==> src/hw/dbgp_pkg.sv <==
// Purpose: shared types and constants of the debug pin front end
// Assumes: 50 MHz system clock
// Notes: no software registers
package dbgp_pkg;

  // ****************************************
  // constants
  // ****************************************
  localparam int unsigned clk_period_ns = 20;
  localparam int unsigned strap_low_min_cycles = 2;
  localparam int unsigned tap_ir_width = 4;
  localparam logic [3:0] ir_reset_val = 4'hf;
  localparam logic [3:0] ir_bypass = 4'hf;
  localparam logic [3:0] ir_trigger = 4'h2;
  localparam int unsigned trig_pulse_cycles = 4;

  // ****************************************
  // types
  // ****************************************
  typedef enum logic [3:0] {
    dbgp_tlr = 4'h0, dbgp_rti = 4'h1, dbgp_sel_dr = 4'h2, dbgp_cap_dr = 4'h3,
    dbgp_sh_dr = 4'h4, dbgp_ex1_dr = 4'h5, dbgp_pa_dr = 4'h6, dbgp_ex2_dr = 4'h7,
    dbgp_up_dr = 4'h8, dbgp_sel_ir = 4'h9, dbgp_cap_ir = 4'ha, dbgp_sh_ir = 4'hb,
    dbgp_ex1_ir = 4'hc, dbgp_pa_ir = 4'hd, dbgp_ex2_ir = 4'he, dbgp_up_ir = 4'hf
  } dbgp_tap_type;

  typedef struct packed {
    logic tck;
    logic tms;
    logic tdi;
  } dbgp_pins_type;

  typedef struct packed {
    logic [23:0] addr_lo;
    logic [23:0] addr_hi;
    logic [7:0] data_val;
    logic [7:0] data_mask;
    logic use_data;
    logic fire_trig;
    logic start_trace;
    logic stop_trace;
  } dbgp_bp_type;

endpackage

==> src/hw/dbgp_bp_match.sv <==
// Purpose: breakpoint compare of bus activity against a range and masked data
// Assumes: bus sample from the same clock
// Notes: one-cycle registered result
`timescale 1ns/10ps
module dbgp_bp_match (
  input wire logic clk,
  input wire logic resetn,
  input wire dbgp_pkg::dbgp_bp_type cfg,
  input wire logic bus_valid,
  input wire logic [23:0] bus_addr,
  input wire logic [7:0] bus_data,
  output logic hit,
  output logic trace_on
);

  typedef struct packed {
    logic hit;
    logic trace_on;
  } dbgp_bps_type;

  dbgp_bps_type s_q, s_d;

  function automatic logic in_range(input logic [23:0] a, input logic [23:0] lo, input logic [23:0] hi);
    in_range = (a >= lo) && (a <= hi);
  endfunction

  always_comb begin
    logic m;
    m = 1'b0;
    s_d = s_q;
    // two addresses bound the range, data compared under mask
    m = bus_valid && in_range(bus_addr, cfg.addr_lo, cfg.addr_hi) &&
        (!cfg.use_data || ((bus_data & cfg.data_mask) == (cfg.data_val & cfg.data_mask)));
    s_d.hit = m && cfg.fire_trig;
    if (m && cfg.start_trace) begin
      s_d.trace_on = 1'b1;
    end else if (m && cfg.stop_trace) begin
      s_d.trace_on = 1'b0;
    end
  end

  always_ff @(posedge clk) begin
    if (!resetn) begin
      s_q <= '0;
    end else begin
      s_q <= s_d;
    end
  end

  assign hit = s_q.hit;
  assign trace_on = s_q.trace_on;

  range_hit_a: assert property (@(posedge clk) disable iff (!resetn)
    (bus_valid && cfg.fire_trig && !cfg.use_data && bus_addr >= cfg.addr_lo && bus_addr <= cfg.addr_hi) |=> hit)
    else $error("range hit not flagged");

endmodule

==> src/hw/dbgp_front.sv <==
// Purpose: pin front end of the debug unit: mode strap, tap, two-wire pins, trigger
// Assumes: test clock period at least two system clocks, sampled by clk
// Notes: test clock edges found by oversampling, so edges act two to three clocks late
`timescale 1ns/10ps
module dbgp_front #(
  parameter int unsigned pulse_cycles = dbgp_pkg::trig_pulse_cycles
) (
  input wire logic clk,
  input wire logic resetn,
  input wire logic tck_in,
  input wire logic tms_in,
  input wire logic tdi_in,
  output logic tdi_out,
  output logic tdi_oe_n,
  output logic tdo,
  output logic trig_out,
  output logic trig_oe_n,
  input wire dbgp_pkg::dbgp_bp_type bp_cfg,
  input wire logic bus_valid,
  input wire logic [23:0] bus_addr,
  input wire logic [7:0] bus_data,
  input wire logic zw_data_out,
  input wire logic zw_data_drive,
  output logic full_unit_en,
  output logic two_wire_en,
  output logic zw_clk_rise,
  output logic zw_clk_fall,
  output logic zw_data_in,
  output logic trace_on,
  output logic [3:0] tap_ir
);

  // the counter is eight bits wide, so longer pulses cannot be served
  if (pulse_cycles < 1 || pulse_cycles > 255) begin : gen_bad_pulse
    $error("pulse_cycles out of range");
  end

  // ****************************************
  // state
  // ****************************************
  typedef struct packed {
    dbgp_pkg::dbgp_pins_type s1;
    dbgp_pkg::dbgp_pins_type s2;
    logic tck_prev;
    logic in_reset;
    logic full_en;
    logic [3:0] tap;
    logic [3:0] ir;
    logic [3:0] ir_sh;
    logic dr_sh;
    logic tdo;
    logic [7:0] trig_cnt;
  } dbgp_st_type;

  dbgp_st_type s_q, s_d;
  logic bp_hit;
  logic rise;
  logic fall;

  dbgp_bp_match dbgp_bp_match_inst (
    .clk(clk),
    .resetn(resetn),
    .cfg(bp_cfg),
    .bus_valid(bus_valid && s_q.full_en),
    .bus_addr(bus_addr),
    .bus_data(bus_data),
    .hit(bp_hit),
    .trace_on(trace_on)
  );

  function automatic logic [3:0] tap_next(input logic [3:0] st, input logic tms);
    case (dbgp_pkg::dbgp_tap_type'(st))
      dbgp_pkg::dbgp_tlr: tap_next = tms ? 4'h0 : 4'h1;
      dbgp_pkg::dbgp_rti: tap_next = tms ? 4'h2 : 4'h1;
      dbgp_pkg::dbgp_sel_dr: tap_next = tms ? 4'h9 : 4'h3;
      dbgp_pkg::dbgp_cap_dr: tap_next = tms ? 4'h5 : 4'h4;
      dbgp_pkg::dbgp_sh_dr: tap_next = tms ? 4'h5 : 4'h4;
      dbgp_pkg::dbgp_ex1_dr: tap_next = tms ? 4'h8 : 4'h6;
      dbgp_pkg::dbgp_pa_dr: tap_next = tms ? 4'h7 : 4'h6;
      dbgp_pkg::dbgp_ex2_dr: tap_next = tms ? 4'h8 : 4'h4;
      dbgp_pkg::dbgp_up_dr: tap_next = tms ? 4'h2 : 4'h1;
      dbgp_pkg::dbgp_sel_ir: tap_next = tms ? 4'h0 : 4'ha;
      dbgp_pkg::dbgp_cap_ir: tap_next = tms ? 4'hc : 4'hb;
      dbgp_pkg::dbgp_sh_ir: tap_next = tms ? 4'hc : 4'hb;
      dbgp_pkg::dbgp_ex1_ir: tap_next = tms ? 4'hf : 4'hd;
      dbgp_pkg::dbgp_pa_ir: tap_next = tms ? 4'he : 4'hd;
      dbgp_pkg::dbgp_ex2_ir: tap_next = tms ? 4'hf : 4'hb;
      dbgp_pkg::dbgp_up_ir: tap_next = tms ? 4'h2 : 4'h1;
      default: tap_next = 4'h0;
    endcase
  endfunction

  // pins arrive already resolved; pull-ups make a floating pin read one
  assign rise = s_q.s2.tck && !s_q.tck_prev;
  assign fall = !s_q.s2.tck && s_q.tck_prev;

  // ****************************************
  // next state
  // ****************************************
  always_comb begin
    s_d = s_q;
    s_d.s1 = '{tck: tck_in, tms: tms_in, tdi: tdi_in};
    s_d.s2 = s_q.s1;
    s_d.tck_prev = s_q.s2.tck;
    s_d.in_reset = 1'b0;
    // strap lands on the first clock after release, then is frozen
    if (s_q.in_reset) begin
      s_d.full_en = !s_q.s2.tck;
    end
    if (s_q.full_en && rise) begin
      s_d.tap = tap_next(s_q.tap, s_q.s2.tms);
      case (dbgp_pkg::dbgp_tap_type'(s_q.tap))
        dbgp_pkg::dbgp_tlr: s_d.ir = dbgp_pkg::ir_reset_val;
        dbgp_pkg::dbgp_cap_ir: s_d.ir_sh = 4'h1;
        dbgp_pkg::dbgp_sh_ir: s_d.ir_sh = {s_q.s2.tdi, s_q.ir_sh[3:1]};
        dbgp_pkg::dbgp_up_ir: s_d.ir = s_q.ir_sh;
        dbgp_pkg::dbgp_cap_dr: s_d.dr_sh = 1'b0;
        dbgp_pkg::dbgp_sh_dr: s_d.dr_sh = s_q.s2.tdi;
        default: s_d.ir = s_q.ir;
      endcase
    end
    if (s_q.full_en && fall) begin
      case (dbgp_pkg::dbgp_tap_type'(s_q.tap))
        dbgp_pkg::dbgp_sh_ir: s_d.tdo = s_q.ir_sh[0];
        dbgp_pkg::dbgp_sh_dr: s_d.tdo = s_q.dr_sh;
        default: s_d.tdo = s_q.tdo;
      endcase
    end
    // trigger: a breakpoint hit or a test clock rise in update-dr with the trigger instruction loaded
    if (s_q.trig_cnt != 8'h00) begin
      s_d.trig_cnt = s_q.trig_cnt - 8'h01;
    end else if (s_q.full_en && (bp_hit || (rise && s_q.ir == dbgp_pkg::ir_trigger &&
                 s_q.tap == 4'h8))) begin
      s_d.trig_cnt = 8'(pulse_cycles);
    end
  end

  always_ff @(posedge clk) begin
    if (!resetn) begin
      // synchronisers keep running so the strap sees the pin during reset
      s_q <= '{s1: s_d.s1, s2: s_d.s2, tck_prev: s_d.tck_prev, in_reset: 1'b1, full_en: 1'b0,
               tap: 4'h0, ir: dbgp_pkg::ir_reset_val, ir_sh: 4'h0, dr_sh: 1'b0,
               tdo: 1'b0, trig_cnt: 8'h00};
    end else begin
      s_q <= s_d;
    end
  end

  // ****************************************
  // outputs
  // ****************************************
  assign full_unit_en = s_q.full_en;
  assign two_wire_en = !s_q.full_en && !s_q.in_reset;
  assign zw_clk_rise = two_wire_en && rise;
  assign zw_clk_fall = two_wire_en && fall;
  assign zw_data_in = s_q.s2.tdi;
  assign tdi_out = zw_data_out;
  // input-only while the full unit owns the pin
  assign tdi_oe_n = !(two_wire_en && zw_data_drive);
  assign tdo = s_q.tdo;
  assign trig_out = s_q.trig_cnt != 8'h00;
  assign trig_oe_n = s_q.trig_cnt == 8'h00;
  assign tap_ir = s_q.ir;

  // ****************************************
  // checks
  // ****************************************
  mode_hold_a: assert property (@(posedge clk) disable iff (!resetn)
    !s_q.in_reset |=> $stable(full_unit_en))
    else $error("debug mode changed after reset");
  strap_low_a: assert property (@(posedge clk)
    (!resetn ##1 resetn && !s_q.s2.tck && s_q.in_reset) |=> full_unit_en)
    else $error("low strap did not enable full unit");
  strap_high_a: assert property (@(posedge clk)
    (resetn && s_q.s2.tck && s_q.in_reset) |=> two_wire_en)
    else $error("high strap did not pick two-wire mode");
  tdo_fall_a: assert property (@(posedge clk) disable iff (!resetn)
    $changed(s_q.tdo) |-> $past(fall))
    else $error("data out moved off a falling edge");
  tdi_input_a: assert property (@(posedge clk) disable iff (!resetn)
    full_unit_en |-> tdi_oe_n)
    else $error("data-in driven in full mode");
  tap_step_a: assert property (@(posedge clk) disable iff (!resetn)
    (full_unit_en && rise && s_q.tap == 4'h0 && !s_q.s2.tms) |=> s_q.tap == 4'h1)
    else $error("tap did not leave reset on low select");
  trig_pulse_a: assert property (@(posedge clk) disable iff (!resetn)
    ($rose(trig_out) && pulse_cycles > 1) |-> !trig_oe_n ##1 trig_out)
    else $error("trigger pulse malformed");
  trig_float_a: assert property (@(posedge clk) disable iff (!resetn)
    !trig_out |-> trig_oe_n)
    else $error("trigger driven while idle");
  zw_clk_a: assert property (@(posedge clk) disable iff (!resetn)
    zw_clk_rise |-> two_wire_en && !full_unit_en)
    else $error("two-wire clock in full mode");
  cov_full_c: cover property (@(posedge clk) disable iff (!resetn) $rose(full_unit_en));
  cov_two_c: cover property (@(posedge clk) disable iff (!resetn) zw_clk_rise);
  cov_trig_c: cover property (@(posedge clk) disable iff (!resetn) $rose(trig_out));

endmodule

==> config.mk <==
export PLATFORM = sky130hd
export DESIGN_NAME = dbgp_front
export DESIGN_NICKNAME = d
export VERILOG_FILES = /design/src/hw/dbgp_pkg.sv /design/src/hw/dbgp_bp_match.sv /design/src/hw/dbgp_front.sv
export SDC_FILE = /design/constraint.sdc
export NUM_CORES = 1
export LEC_CHECK = 0
export ABC_AREA = 1
export BUFFER_PORTS_ARGS = -buffer_cell sky130_fd_sc_hd__buf_2
export CAP_MARGIN = 10
export CORE_MARGIN = 2
export CORE_UTILIZATION = 48
export DETAILED_ROUTE_END_ITERATION = 10
export PLACE_DENSITY = 0.79
export SLEW_MARGIN = 0
export SYNTH_ARGS = -nofsm -noshare
export SYNTH_HDL_FRONTEND = slang
export SYNTH_HIERARCHICAL = 1
export SYNTH_SLANG_ARGS = --single-unit
==> constraint.sdc <==
create_clock -name clk -period 1.9 [get_ports clk]
set_input_delay 0.19 -clock clk [delete_from_list [all_inputs] [get_ports clk]]
set_output_delay 0.19 -clock clk [all_outputs]
set_load 0.05 [all_outputs]
# Word level (Yosys, flattened, before mapping)
# Cells that the tools add are included.
[classes]
eq_ne = 17
muxes = 25
bitwise_logic = 2
div = 0
n_reduce_logical = 42
mul = 0
addsub = 1
n_lt_le_gt_ge = 2
n_shift = 0
[ops]
columns = ["op", "count"]
rows = [
  ["4-bit case mux with 12 select lines", 1],
  ["4-bit == test (second input constant)", 8],
  ["24-bit greater-or-equal comparator", 1],
  ["24-bit <= comparator", 1],
  ["24-bit 2-to-1 mux", 1],
  ["1-bit logical AND", 18],
  ["8-bit bitwise AND", 2],
  ["4-bit by 3-bit == test with 1-bit output (second input constant)", 4],
  ["4-bit 2-to-1 mux", 4],
  ["8-bit 2-to-1 mux", 2],
  ["4-bit case mux with 2 select lines", 2],
  ["13-bit 2-to-1 mux", 1],
  ["4-bit by 2-bit == test with 1-bit output (second input constant)", 3],
  ["2-bit nonzero test", 6],
  ["8-bit == test", 1],
  ["8-bit logical NOT", 1],
  ["2-bit AND reduction", 4],
  ["8-bit nonzero test", 1],
  ["8-bit by 1-bit subtractor with 8-bit output (second input constant)", 1],
  ["1-bit 2-to-1 mux", 7],
  ["1-bit logical NOT", 6],
  ["2-bit 2-to-1 mux", 3],
  ["3-bit 2-to-1 mux", 2],
  ["4-bit by 1-bit == test with 1-bit output (second input constant)", 1],
  ["5 further kinds", 8],
]
[totals]
ram_bits = 0
latch_bits = 0
memories = 0
out_inout_bits = 15
ff_bits = 33
wordCells = 106
romBits = 0
input_bits = 108

# Depth between registers and ports, before layout
# Gate-level depths: netlist of run 1.
[depth]
depth_word = 9
ltp_mapped = 15
mapped_depth_nobuf = 15

# Hierarchy
# Netlist of run 1, hierarchy kept.
[by_module_without_submodules]
columns = ["module", "cells_each", "area_per_inst_um2", "n_inst", "seq_area_each_um2"]
rows = [
  ["dbgp_bp_match", 281, 1632.8, 1, 40.0],
  ["dbgp_front", 208, 1510.2, 1, 620.6],
]

# Worst setup path before layout of run 1
# OpenSTA, ideal clock, no wires.
[synth_timing]
path_type = "reg-to-output"
from = "reg s_q, in the netlist full_unit_en"
to = "out zw_clk_rise"
path_slack_ns = -0.453
required_ns = 1.710
path_stages_with_launch = 4
arrival_time_ns = 2.163
path_cell_list = "dfxtp_1 nor2_1 inv_1 nor2_1"
[synth_between]
elab_chain_len = 3
[synth_lines]
columns = ["element", "line_no", "text"]
rows = [
  ["start: declaration", "dbgp_front.sv:55", "dbgp_st_type s_q, s_d;"],
  ["start signal: assignment", "dbgp_front.sv:141", "s_q <= '{s1: s_d.s1, s2: s_d.s2, tck_prev: s_d.tck_prev, in_reset: 1'b1, full_en: 1'b0,"],
  ["1-bit logical NOT", "dbgp_front.sv:153", "assign two_wire_en = !s_q.full_en && !s_q.in_reset;"],
  ["1-bit logical AND", "dbgp_front.sv:153", ""],
  ["net two_wire_en", "dbgp_front.sv:25", "output logic two_wire_en,"],
  ["1-bit logical AND", "dbgp_front.sv:154", "assign zw_clk_rise = two_wire_en && rise;"],
  ["end: declaration", "dbgp_front.sv:26", "output logic zw_clk_rise,"],
]
# The timed path passes the listed nets, and every way through them passes these cells.

# Worst setup path in the final report of run 1
[layout_timing]
from = "reg s_q[0] in the netlist's numbering"
to = "out trig_oe_n"
[layout_between]
elab_chain_len = 1
[layout_lines]
columns = ["element", "line_no", "text"]
rows = [
  ["8-bit logical NOT", "dbgp_front.sv:162", "assign trig_oe_n = s_q.trig_cnt == 8'h00;"],
  ["end: declaration", "dbgp_front.sv:17", "output logic trig_oe_n,"],
]
# No other way between the ends.

==> results of run 1 <==
[path summary, 6_finish.rpt]
path,slack (ps),cells past startpoint,from,end
setup reg to reg,370,7,s_q[20],tdo
setup / recovery,130,7,s_q[0],trig_oe_n
hold / removal,150,3,bp_cfg[2],dbgp_bp_match_inst/hit
hold reg to reg,330,0,s_d[27],s_d[24]
[cell families (layout without fill, tap and decap cells)]
kind of cell             Yosys count  count (layout)  share of synthesized area
flip-flops                        33              33                      0.210
buffers and inverters            115             238                      0.149
AND/OR/NAND/NOR                  226             226                      0.324
adder cells (fa/ha/maj)           49              49                      0.195
AO/OA/AOI/OAI                     64              64                      0.116
XOR/XNOR                           2               2                    0.00557
[report_power, final]
part           switching, mW  total, mW  internal, mW
combinational          0.713       1.16         0.447
clock                  0.258      0.585         0.327
sequential            0.0669      0.854         0.787
[state kept, by name (all words and copies together) (netlist names)]
| signal | cells |
|---|---|
| s_q | 20 |
| s_d | 4 |
| tap_ir | 4 |
| dbgp_bp_match_inst/hit | 1 |
| dbgp_bp_match_inst/trace_on | 1 |
| full_unit_en | 1 |
| tdo | 1 |
| zw_data_in | 1 |
[through the flow]
stage	cell area, um^2	util	instances
detailed placement	3790	0.597	678
CTS	3930	0.618	689
global route	3930	0.619	689
finish	3930	0.619	689
floorplan	3160	-	489
global placement	3790	0.597	678
[layer usage]
metal / wire length (um) / share of wire / GRT usage
met5: 0 / 0 / 0
met4: 190 / 0.026 / 0.0779
met3: 436 / 0.059 / 0.0457
met2: 3630 / 0.49 / 0.382
met1: 3140 / 0.42 / 0.240
[final cells by class]
| class | instances | area, um^2 |
|---|---|---|
| fillers | 595 | 2420 |
| clock inverters | 1 | 5.00 |
| repair buffers | 125 | 648 |
| inverters | 105 | 398 |
| flip-flops and latches | 33 | 661 |
| multi-input cells | 341 | 2030 |
| clock buffers | 7 | 96.3 |
| well taps | 77 | 96.3 |
[worst max-delay path: stages (launching register included)]
cell	delay (ps)
dfxtp_1	320
inv_1	70
ha_1	190
nand2_1	90
nor2_2	170
nand2_4	90
clkinvlp_4	120
clkbuf_4	240
[what timing repair did]
item / CTS / global route
hold endpoints to repair: 3 / 0
setup endpoints to repair: 0 / 1
hold buffers: 3 / 0
gates resized for setup: 0 / 2
[cell usage in the layout, fill, tap and decap left out, types with 3 or more instances in the layout]
master and count:
dfxtp_1 33, nand4_1 5, buf_2 119, nor2_4 6
inv_1 101, o21ai_0 12, nor3_1 3, a21oi_1 33
a21o_1 3, nor2_1 38, nor2_2 5, nand3_2 3
ha_1 49, inv_2 3, clkbuf_8 7, o22ai_1 4
dlygate4sd3_1 3, nand2_2 6, nand3_1 25, nand2_1 127
==> out/results.tsv, run 1 <==
metric	value	unit
status	finished clean	
Worst Tran Pin Value	544	ps
max frequency	565	MHz
final hold violation count	0	
die height	84.9	um
RSZ-0062 raised after global routing	no	
Netlist cell types	33	
Tot Pwr	2.60	mW
Final TNS setup	0	ps
DRT Wirelength	7.40	mm
Avg Cell Area, Syn	6.43	um^2
Slew HR	0.637	
die width	84.9	um
CTS Sinks	33	
Core Region	6350	um^2
Fin Clk Skew	2.43	ps
die area	7210	um^2
Synth area leader	dfxtp_1	
Hold Crit Class	input pin to flop	
DRT iter0 DRCs	119	
leak pwr	2.33	nW
via count	3339	
post-synthesis cell area	3140	um^2
pre-CTS setup slack	220	ps
post-layout min period	1770	ps
largest net degree at the start of global routing	17	
Peak VDD IR	0.383	mV
deepest clock path buffer count	2	
Post-synth ARST share	0	
first-pass GRT wire length	12.7	mm
number of global-route vias before repair	3174	
H-tree depth	2	
crit start category	flop	
Syn. warnings	6	
global route overflow	0	
Post-DP HPWL	6.29	mm
max_cap viols	0	
Final WS setup	129	ps
# DRC	0	
vias per cell	4.85	
share of the synthesized area in the top cell type	0.210	
Seq/Total Area, Yosys	0.210	
Syn Nets	646	
initial core utilization	0.495	
total CTS buffers	5	
Critical Path Fanout Max	7	
Placer Congestion	0.881	
initial antenna violation count	0	
endpoints failing setup	0	
Routed Antenna Nets	0	
PD cells	661	nW/um^2
Final Cycle Share	0.932	
CP required	1710	ps
nets	768	
Setup CP Type	flop to primary output	
root buf cell	clkbuf_8	
layout cell share with drive strength beyond 1	0.266	
# IOs	123	
# rows	29	
commonest cells in the netlist	nand2_1, inv_1, ha_1	
Post CTS Setup Buffer Count	0	
Critical Path End Type	primary output	
Synth Register Bits	33	
count leader, synth	nand2_1	
GRT Overall Usage	0.210	
antenna cells	0	
top_reg_cell synth	dfxtp_1	
Worst-Skew Late Latency	290	ps
WP data arrival	1580	ps
Slew Viols, Final	0	
WL/cell	10.7	um
Clock transition at path regs	60	ps
Synth area leaders	dfxtp_1, ha_1, nand2_1, inv_1, a21oi_1	
Post-synth EDFFs	0	
# port buffers	120	
Layout area overhead	25.0	%
Syn Inst Count	489	
CTS tree	done	
Hold Slack	153	ps
first drt pass iteration count	4	
Power figures use the tool's default switching activity.
==> run 2: changes to the inputs <==
Settings changed: CTS_CLUSTER_SIZE from default to 25, MAX_ROUTING_LAYER from default to met4, RECOVER_POWER from default to 50.
==> run 2 against run 1 <==
- cell count stayed put
- first-iteration DRC count down 6.7%
- fmax up 0.56%
- critical endpoint unchanged
- highest routed layer unchanged
==> out/results.tsv, run 2 (synthesized netlist as in run 1, its figures left out) <==
metric	value	unit
status	finished clean	
Post-Place Cells	678	
Placer Congestion	0.871	
global route overflow	0	
Core Region	6350	um^2
# port buffers	120	
die width	84.9	um
max_cap viols	0	
max reg flops	20	
initial core utilization	0.495	
via count	3349	
largest net degree at the start of global routing	17	
Critical Path Fanout Max	7	
leak pwr	2.31	nW
# IOs	123	
root buf cell	clkbuf_8	
layout cell share with drive strength beyond 1	0.248	
Reg power frac	0.317	
PD cells	685	nW/um^2
commonest non-fill, non-tap cell in the layout	nand2_1	
crit start category	flop	
Critical Path End Type	primary output	
nets	768	
non-filler cells, final	689	
clock share of power	0.254	
CTS Sinks	33	
# fillers	620	
Clock transition at path regs	60	ps
die area	7210	um^2
initial antenna violation count	0	
Peak VDD IR	0.701	mV
M3 GR Usage	0.0370	
NetSw	1.03	mW
# DRC	0	
Routed Antenna Nets	0	
Fin Clk Skew	7.30	ps
max frequency	568	MHz
Post CTS Setup Buffer Count	0	
H-tree depth	2	
total CTS buffers	5	
most frequent cells in the layout	nand2_1, buf_2, inv_1	
die height	84.9	um
first drt pass iteration count	5	
Slew HR	0.584	
Slew Viols, Final	0	
Worst Tran Pin Value	626	ps
vias per cell	4.86	
WL/cell	10.8	um
Finished Core Util	0.619	
DRT Wirelength	7.46	mm
deepest clock path buffer count	2	
Post-DP HPWL	6.42	mm
Worst-Skew Late Latency	300	ps
# rows	29	
post-layout min period	1760	ps
WP data arrival	1570	ps
Setup CP Type	flop to primary output	
pre-CTS setup slack	210	ps
met2 Usage GRT	0.398	
first-pass GRT wire length	13.1	mm
combinational group share of total power	0.430	
number of global-route vias before repair	3289	
DRT iter0 DRCs	111	
Sw Ratio	0.384	
met1 Use GR	0.248	
endpoints failing setup	0	
CTS tree	done	
Final Cycle Share	0.927	
Hold Crit Class	input pin to flop	
final hold violation count	0	
antenna cells	0	
Final WS setup	139	ps
Top reg by flops	s_q	
Internal Pwr Total	1.66	mW
CP required	1710	ps
Most Crowded Layer GR	met2	
GRT Overall Usage	0.226	
Layout area overhead	25.1	%
## run 2: cell count changes in the layout (fill, tap and decap cells not counted), sizes merged
cell    change
clkinv      -1
bufinv      +1
clkbuf     +10
buf        -10
## run 2: worst paths after layout
check	startpoint	end	slack, ps	cells past startpoint
setup / recovery	s_q[0]	trig_oe_n	140	7
hold / removal	bp_cfg[2]	dbgp_bp_match_inst/hit	150	3
setup reg to reg	s_q[18]	tap_ir[0]	360	6
hold reg to reg	s_d[27]	s_d[24]	330	0
## run 2: cell type report
type	instances	area [um^2]	area share
inverter	105	398	0.101
sequential	33	661	0.168
timing repair buffer	125	636	0.162
clock buffer	7	86.3	0.0220
multi-input combinational	341	2030	0.515
clock inverter	1	30.0	0.00764
tap	77	96.3	0.0245
## run 2: power by group through the flow
stage                     Sequential, mW  Clock, mW  Combinational, mW
after floorplan                    0.860          0              0.834
after global placement             0.863          0               1.10
after detailed placement           0.865          0               1.14
after CTS                          0.851      0.701               1.15
after global routing               0.866      0.730               1.33
final                              0.853      0.683               1.16
## run 2: per-layer routing
layer	part of all wire	vias up	routed length, um
li1	-	1778	-
met2	0.49	104	3660
met1	0.43	1445	3190
met3	0.052	22	391
met4	0.030	0	221
met5	0	-	0
## run 2: repair_timing
action | 4_1_cts | 5_1_grt
endpoints found under the hold margin | 3 | 0
gates resized for setup | 0 | 2
hold buffers | 3 | 0
endpoints found under the setup margin | 0 | 1
## run 2: critical path: stages, from the launching register on
cell	delay, ps
dfxtp_1	310
inv_1	70
ha_1	190
nand2_1	90
nor2_2	170
nand2_4	90
clkinvlp_4	120
clkbuf_4	240
## run 2: metrics by stage
stage | hold slack, ps | instance area, um^2 | setup TNS [ps] | power, mW
floorplan | 218 | 3160 | -344 | 1.69
global placement | 292 | 3790 | 0 | 1.96
detailed placement | 297 | 3790 | 0 | 2.01
CTS | 144 | 3940 | 0 | 2.71
global route | 148 | 3930 | -4.57 | 2.92
finish | 153 | 3930 | 0 | 2.69
==> run 3: changes to the inputs <==
Settings changed: HOLD_SLACK_MARGIN from default to 0.03, SYNTH_HIERARCHICAL 1 to default.
==> run 3 against run 2 <==
- register-to-register slack got worse by 140 ps
- clock power decreased by 28%
- clock skew fell by 3.3 ps
- cell count shrank 2.3%
- utilization fell by 0.82 points
- combinational power fell by 5%
- routed wire length down 0.94%
- die area fell by 2.2%
- critical path depth did not move
- clock-buffer cell count is 1 lower
- non-clock buffer count did not move
- first-iteration DRC count decreased by 5.4%
- critical endpoint unchanged
- highest routed layer unchanged
==> out/results.tsv, run 3 <==
metric	value	unit
# IOs	123	
H-tree depth	2	
Hold Path Depth	3	
Hold Path Origin	bp_cfg[2]	
global route overflow	0	
# DRC	0	
# rows	29	
largest net degree at the start of global routing	18	
Syn. warnings	0	
Slew Viols, Final	0	
Top reg by flops	s_q	
commonest non-fill, non-tap cell in the layout	nand2_1	
max frequency	565	MHz
Worst Tran Pin Value	626	ps
deepest clock path buffer count	2	
Final Cycle Share	0.931	
Setup CP Type	flop to primary output	
nets	752	
Reg2Reg Depth	10	
Seq/Total Area, Yosys	0.215	
most frequent cells in the layout	nand2_1, buf_2, inv_1	
commonest cells in the netlist	nand2_1, inv_1, ha_1	
Synth area leaders	dfxtp_1, ha_1, nand2_1, inv_1, a21oi_1	
count leader, synth	nand2_1	
Post-synth EDFFs	0	
DRT Wirelength	7.39	mm
Post-DP HPWL	6.28	mm
RSZ-0062 raised after global routing	no	
first drt pass iteration count	4	
die width	84.0	um
pre-CTS setup slack	220	ps
Placer Congestion	0.929	
CP required	1710	ps
Routed Antenna Nets	0	
Syn Inst Count	471	
die area	7050	um^2
initial antenna violation count	0	
PD cells	634	nW/um^2
root buf cell	clkbuf_8	
vias per cell	4.91	
Synth Register Bits	33	
post-layout min period	1770	ps
share of the synthesized area in the top cell type	0.215	
number of global-route vias before repair	3183	
GRT Overall Usage	0.219	
total CTS buffers	5	
antenna cells	0	
leak pwr	2.24	nW
layout cell share with drive strength beyond 1	0.255	
Layout area overhead	24.9	%
max reg flops	20	
first-pass GRT wire length	12.6	mm
final hold violation count	0	
WP data arrival	1580	ps
crit start category	flop	
Clock transition at path regs	60	ps
r2r startpoint	s_q[0]	
via count	3302	
CTS Sinks	33	
fin area	3840	um^2
Core Region	6280	um^2
# fillers	607	
Syn Nets	628	
Critical Path End Type	primary output	
Critical Path Fanout Max	4	
Post-synth ARST share	0	
reg2reg end	s_q[0]	
placed instance area	3730	um^2
Final WS setup	131	ps
initial core utilization	0.489	
Hold Crit Class	input pin to flop	
top_reg_cell synth	dfxtp_1	
die height	84.0	um
Avg Cell Area, Syn	6.52	um^2
# port buffers	120	
Synth area leader	dfxtp_1	
status	finished clean	
post-synthesis cell area	3070	um^2
setup slack, reg-to-reg	220	ps
max_cap viols	0	
Slew HR	0.584	
Peak VDD IR	0.627	mV
WL/cell	11.0	um
DRT iter0 DRCs	105	
endpoints failing setup	0	
Fin Clk Skew	3.97	ps
Worst-Skew Late Latency	280	ps
hold path endpoint	dbgp_bp_match_inst.hit	
CTS tree	done	
Netlist cell types	37	
run 3: stage by stage:
step                      utilization  total power, mW  cells  TNS, ps  hold WS, ps
after global routing            0.611             2.62    673        0          155
after detailed placement        0.594             1.90    661        0          298
final                           0.611             2.43    673        0          154
after floorplan                     -             1.61    471     -391          218
after global placement          0.594             1.85    661        0          294
after CTS                       0.613             2.44    673        0          157
run 3: final cells by class:
| type | instances | area, um^2 | area share |
|---|---|---|---|
| Timing Repair Buffer | 125 | 636 | 0.166 |
| Inverter | 106 | 400 | 0.104 |
| Clock inverter | 2 | 10.0 | 0.00261 |
| Clock buffer | 6 | 72.6 | 0.0189 |
| Sequential cell | 33 | 661 | 0.172 |
| Tap cell | 77 | 96.3 | 0.0251 |
| Multi-Input combinational cell | 324 | 1960 | 0.511 |
run 3: cell families (layout without fill, tap and decap cells):
group | after synthesis | after routing | share of synthesized area
AOI/OAI and AO/OA | 65 | 65 | 0.127
xor gates and xnor gates | 4 | 4 | 0.0114
adders and majority gates | 49 | 49 | 0.200
buffers and inverters | 114 | 239 | 0.149
DFF | 33 | 33 | 0.215
and+or+nand+nor | 206 | 206 | 0.298
run 3: worst max path at each step:
stage          cells past startpoint  slack [ps]                     endpoint          from
3_5_place_dp                      14         220  dbgp_bp_match_inst.trace_on    bp_cfg[67]
4_1_cts                            8          40                     trig_out        s_q[0]
5_1_grt                            8          30                     trig_out        s_q[0]
3_3_place_gp                      13         280  dbgp_bp_match_inst.trace_on  bus_addr[23]
6_report                           7         130                    trig_oe_n        s_q[0]
2_1_floorplan                      9        -220                       s_q[3]        s_q[0]
run 3: power breakdown:
part           internal, mW  leakage (nW)  switching [mW]
Clock                 0.253        0.0450           0.242
Combinational         0.452          1.93           0.649
Sequential            0.772         0.271          0.0654
Total                  1.48          2.24           0.956
run 3: layer usage:
metal  GRT usage  wire (um)  vias up
li1            -          -     1734
met3      0.0485        401       22
met1       0.237       3080     1446
met4      0.0616        127        0
met2       0.400       3780      100
met5           -          0        -
run 3: what timing repair did:
| item | 4_1_cts | 5_1_grt |
|---|---|---|
| setup buffers | 1 | 0 |
| pin swaps | 1 | 1 |
| gates resized for setup | 0 | 3 |
| hold buffers | 3 | 0 |
| endpoints found under the setup margin | 2 | 2 |
| endpoints found under the hold margin | 3 | 0 |
run 3: worst max-delay path: stages (launching register included):
cell and delay, ps:
dfxtp_1 310, inv_2 70, ha_1 180, inv_1 60, nor2_1 80, nand2_1 110
nor3_4 190, buf_2 300
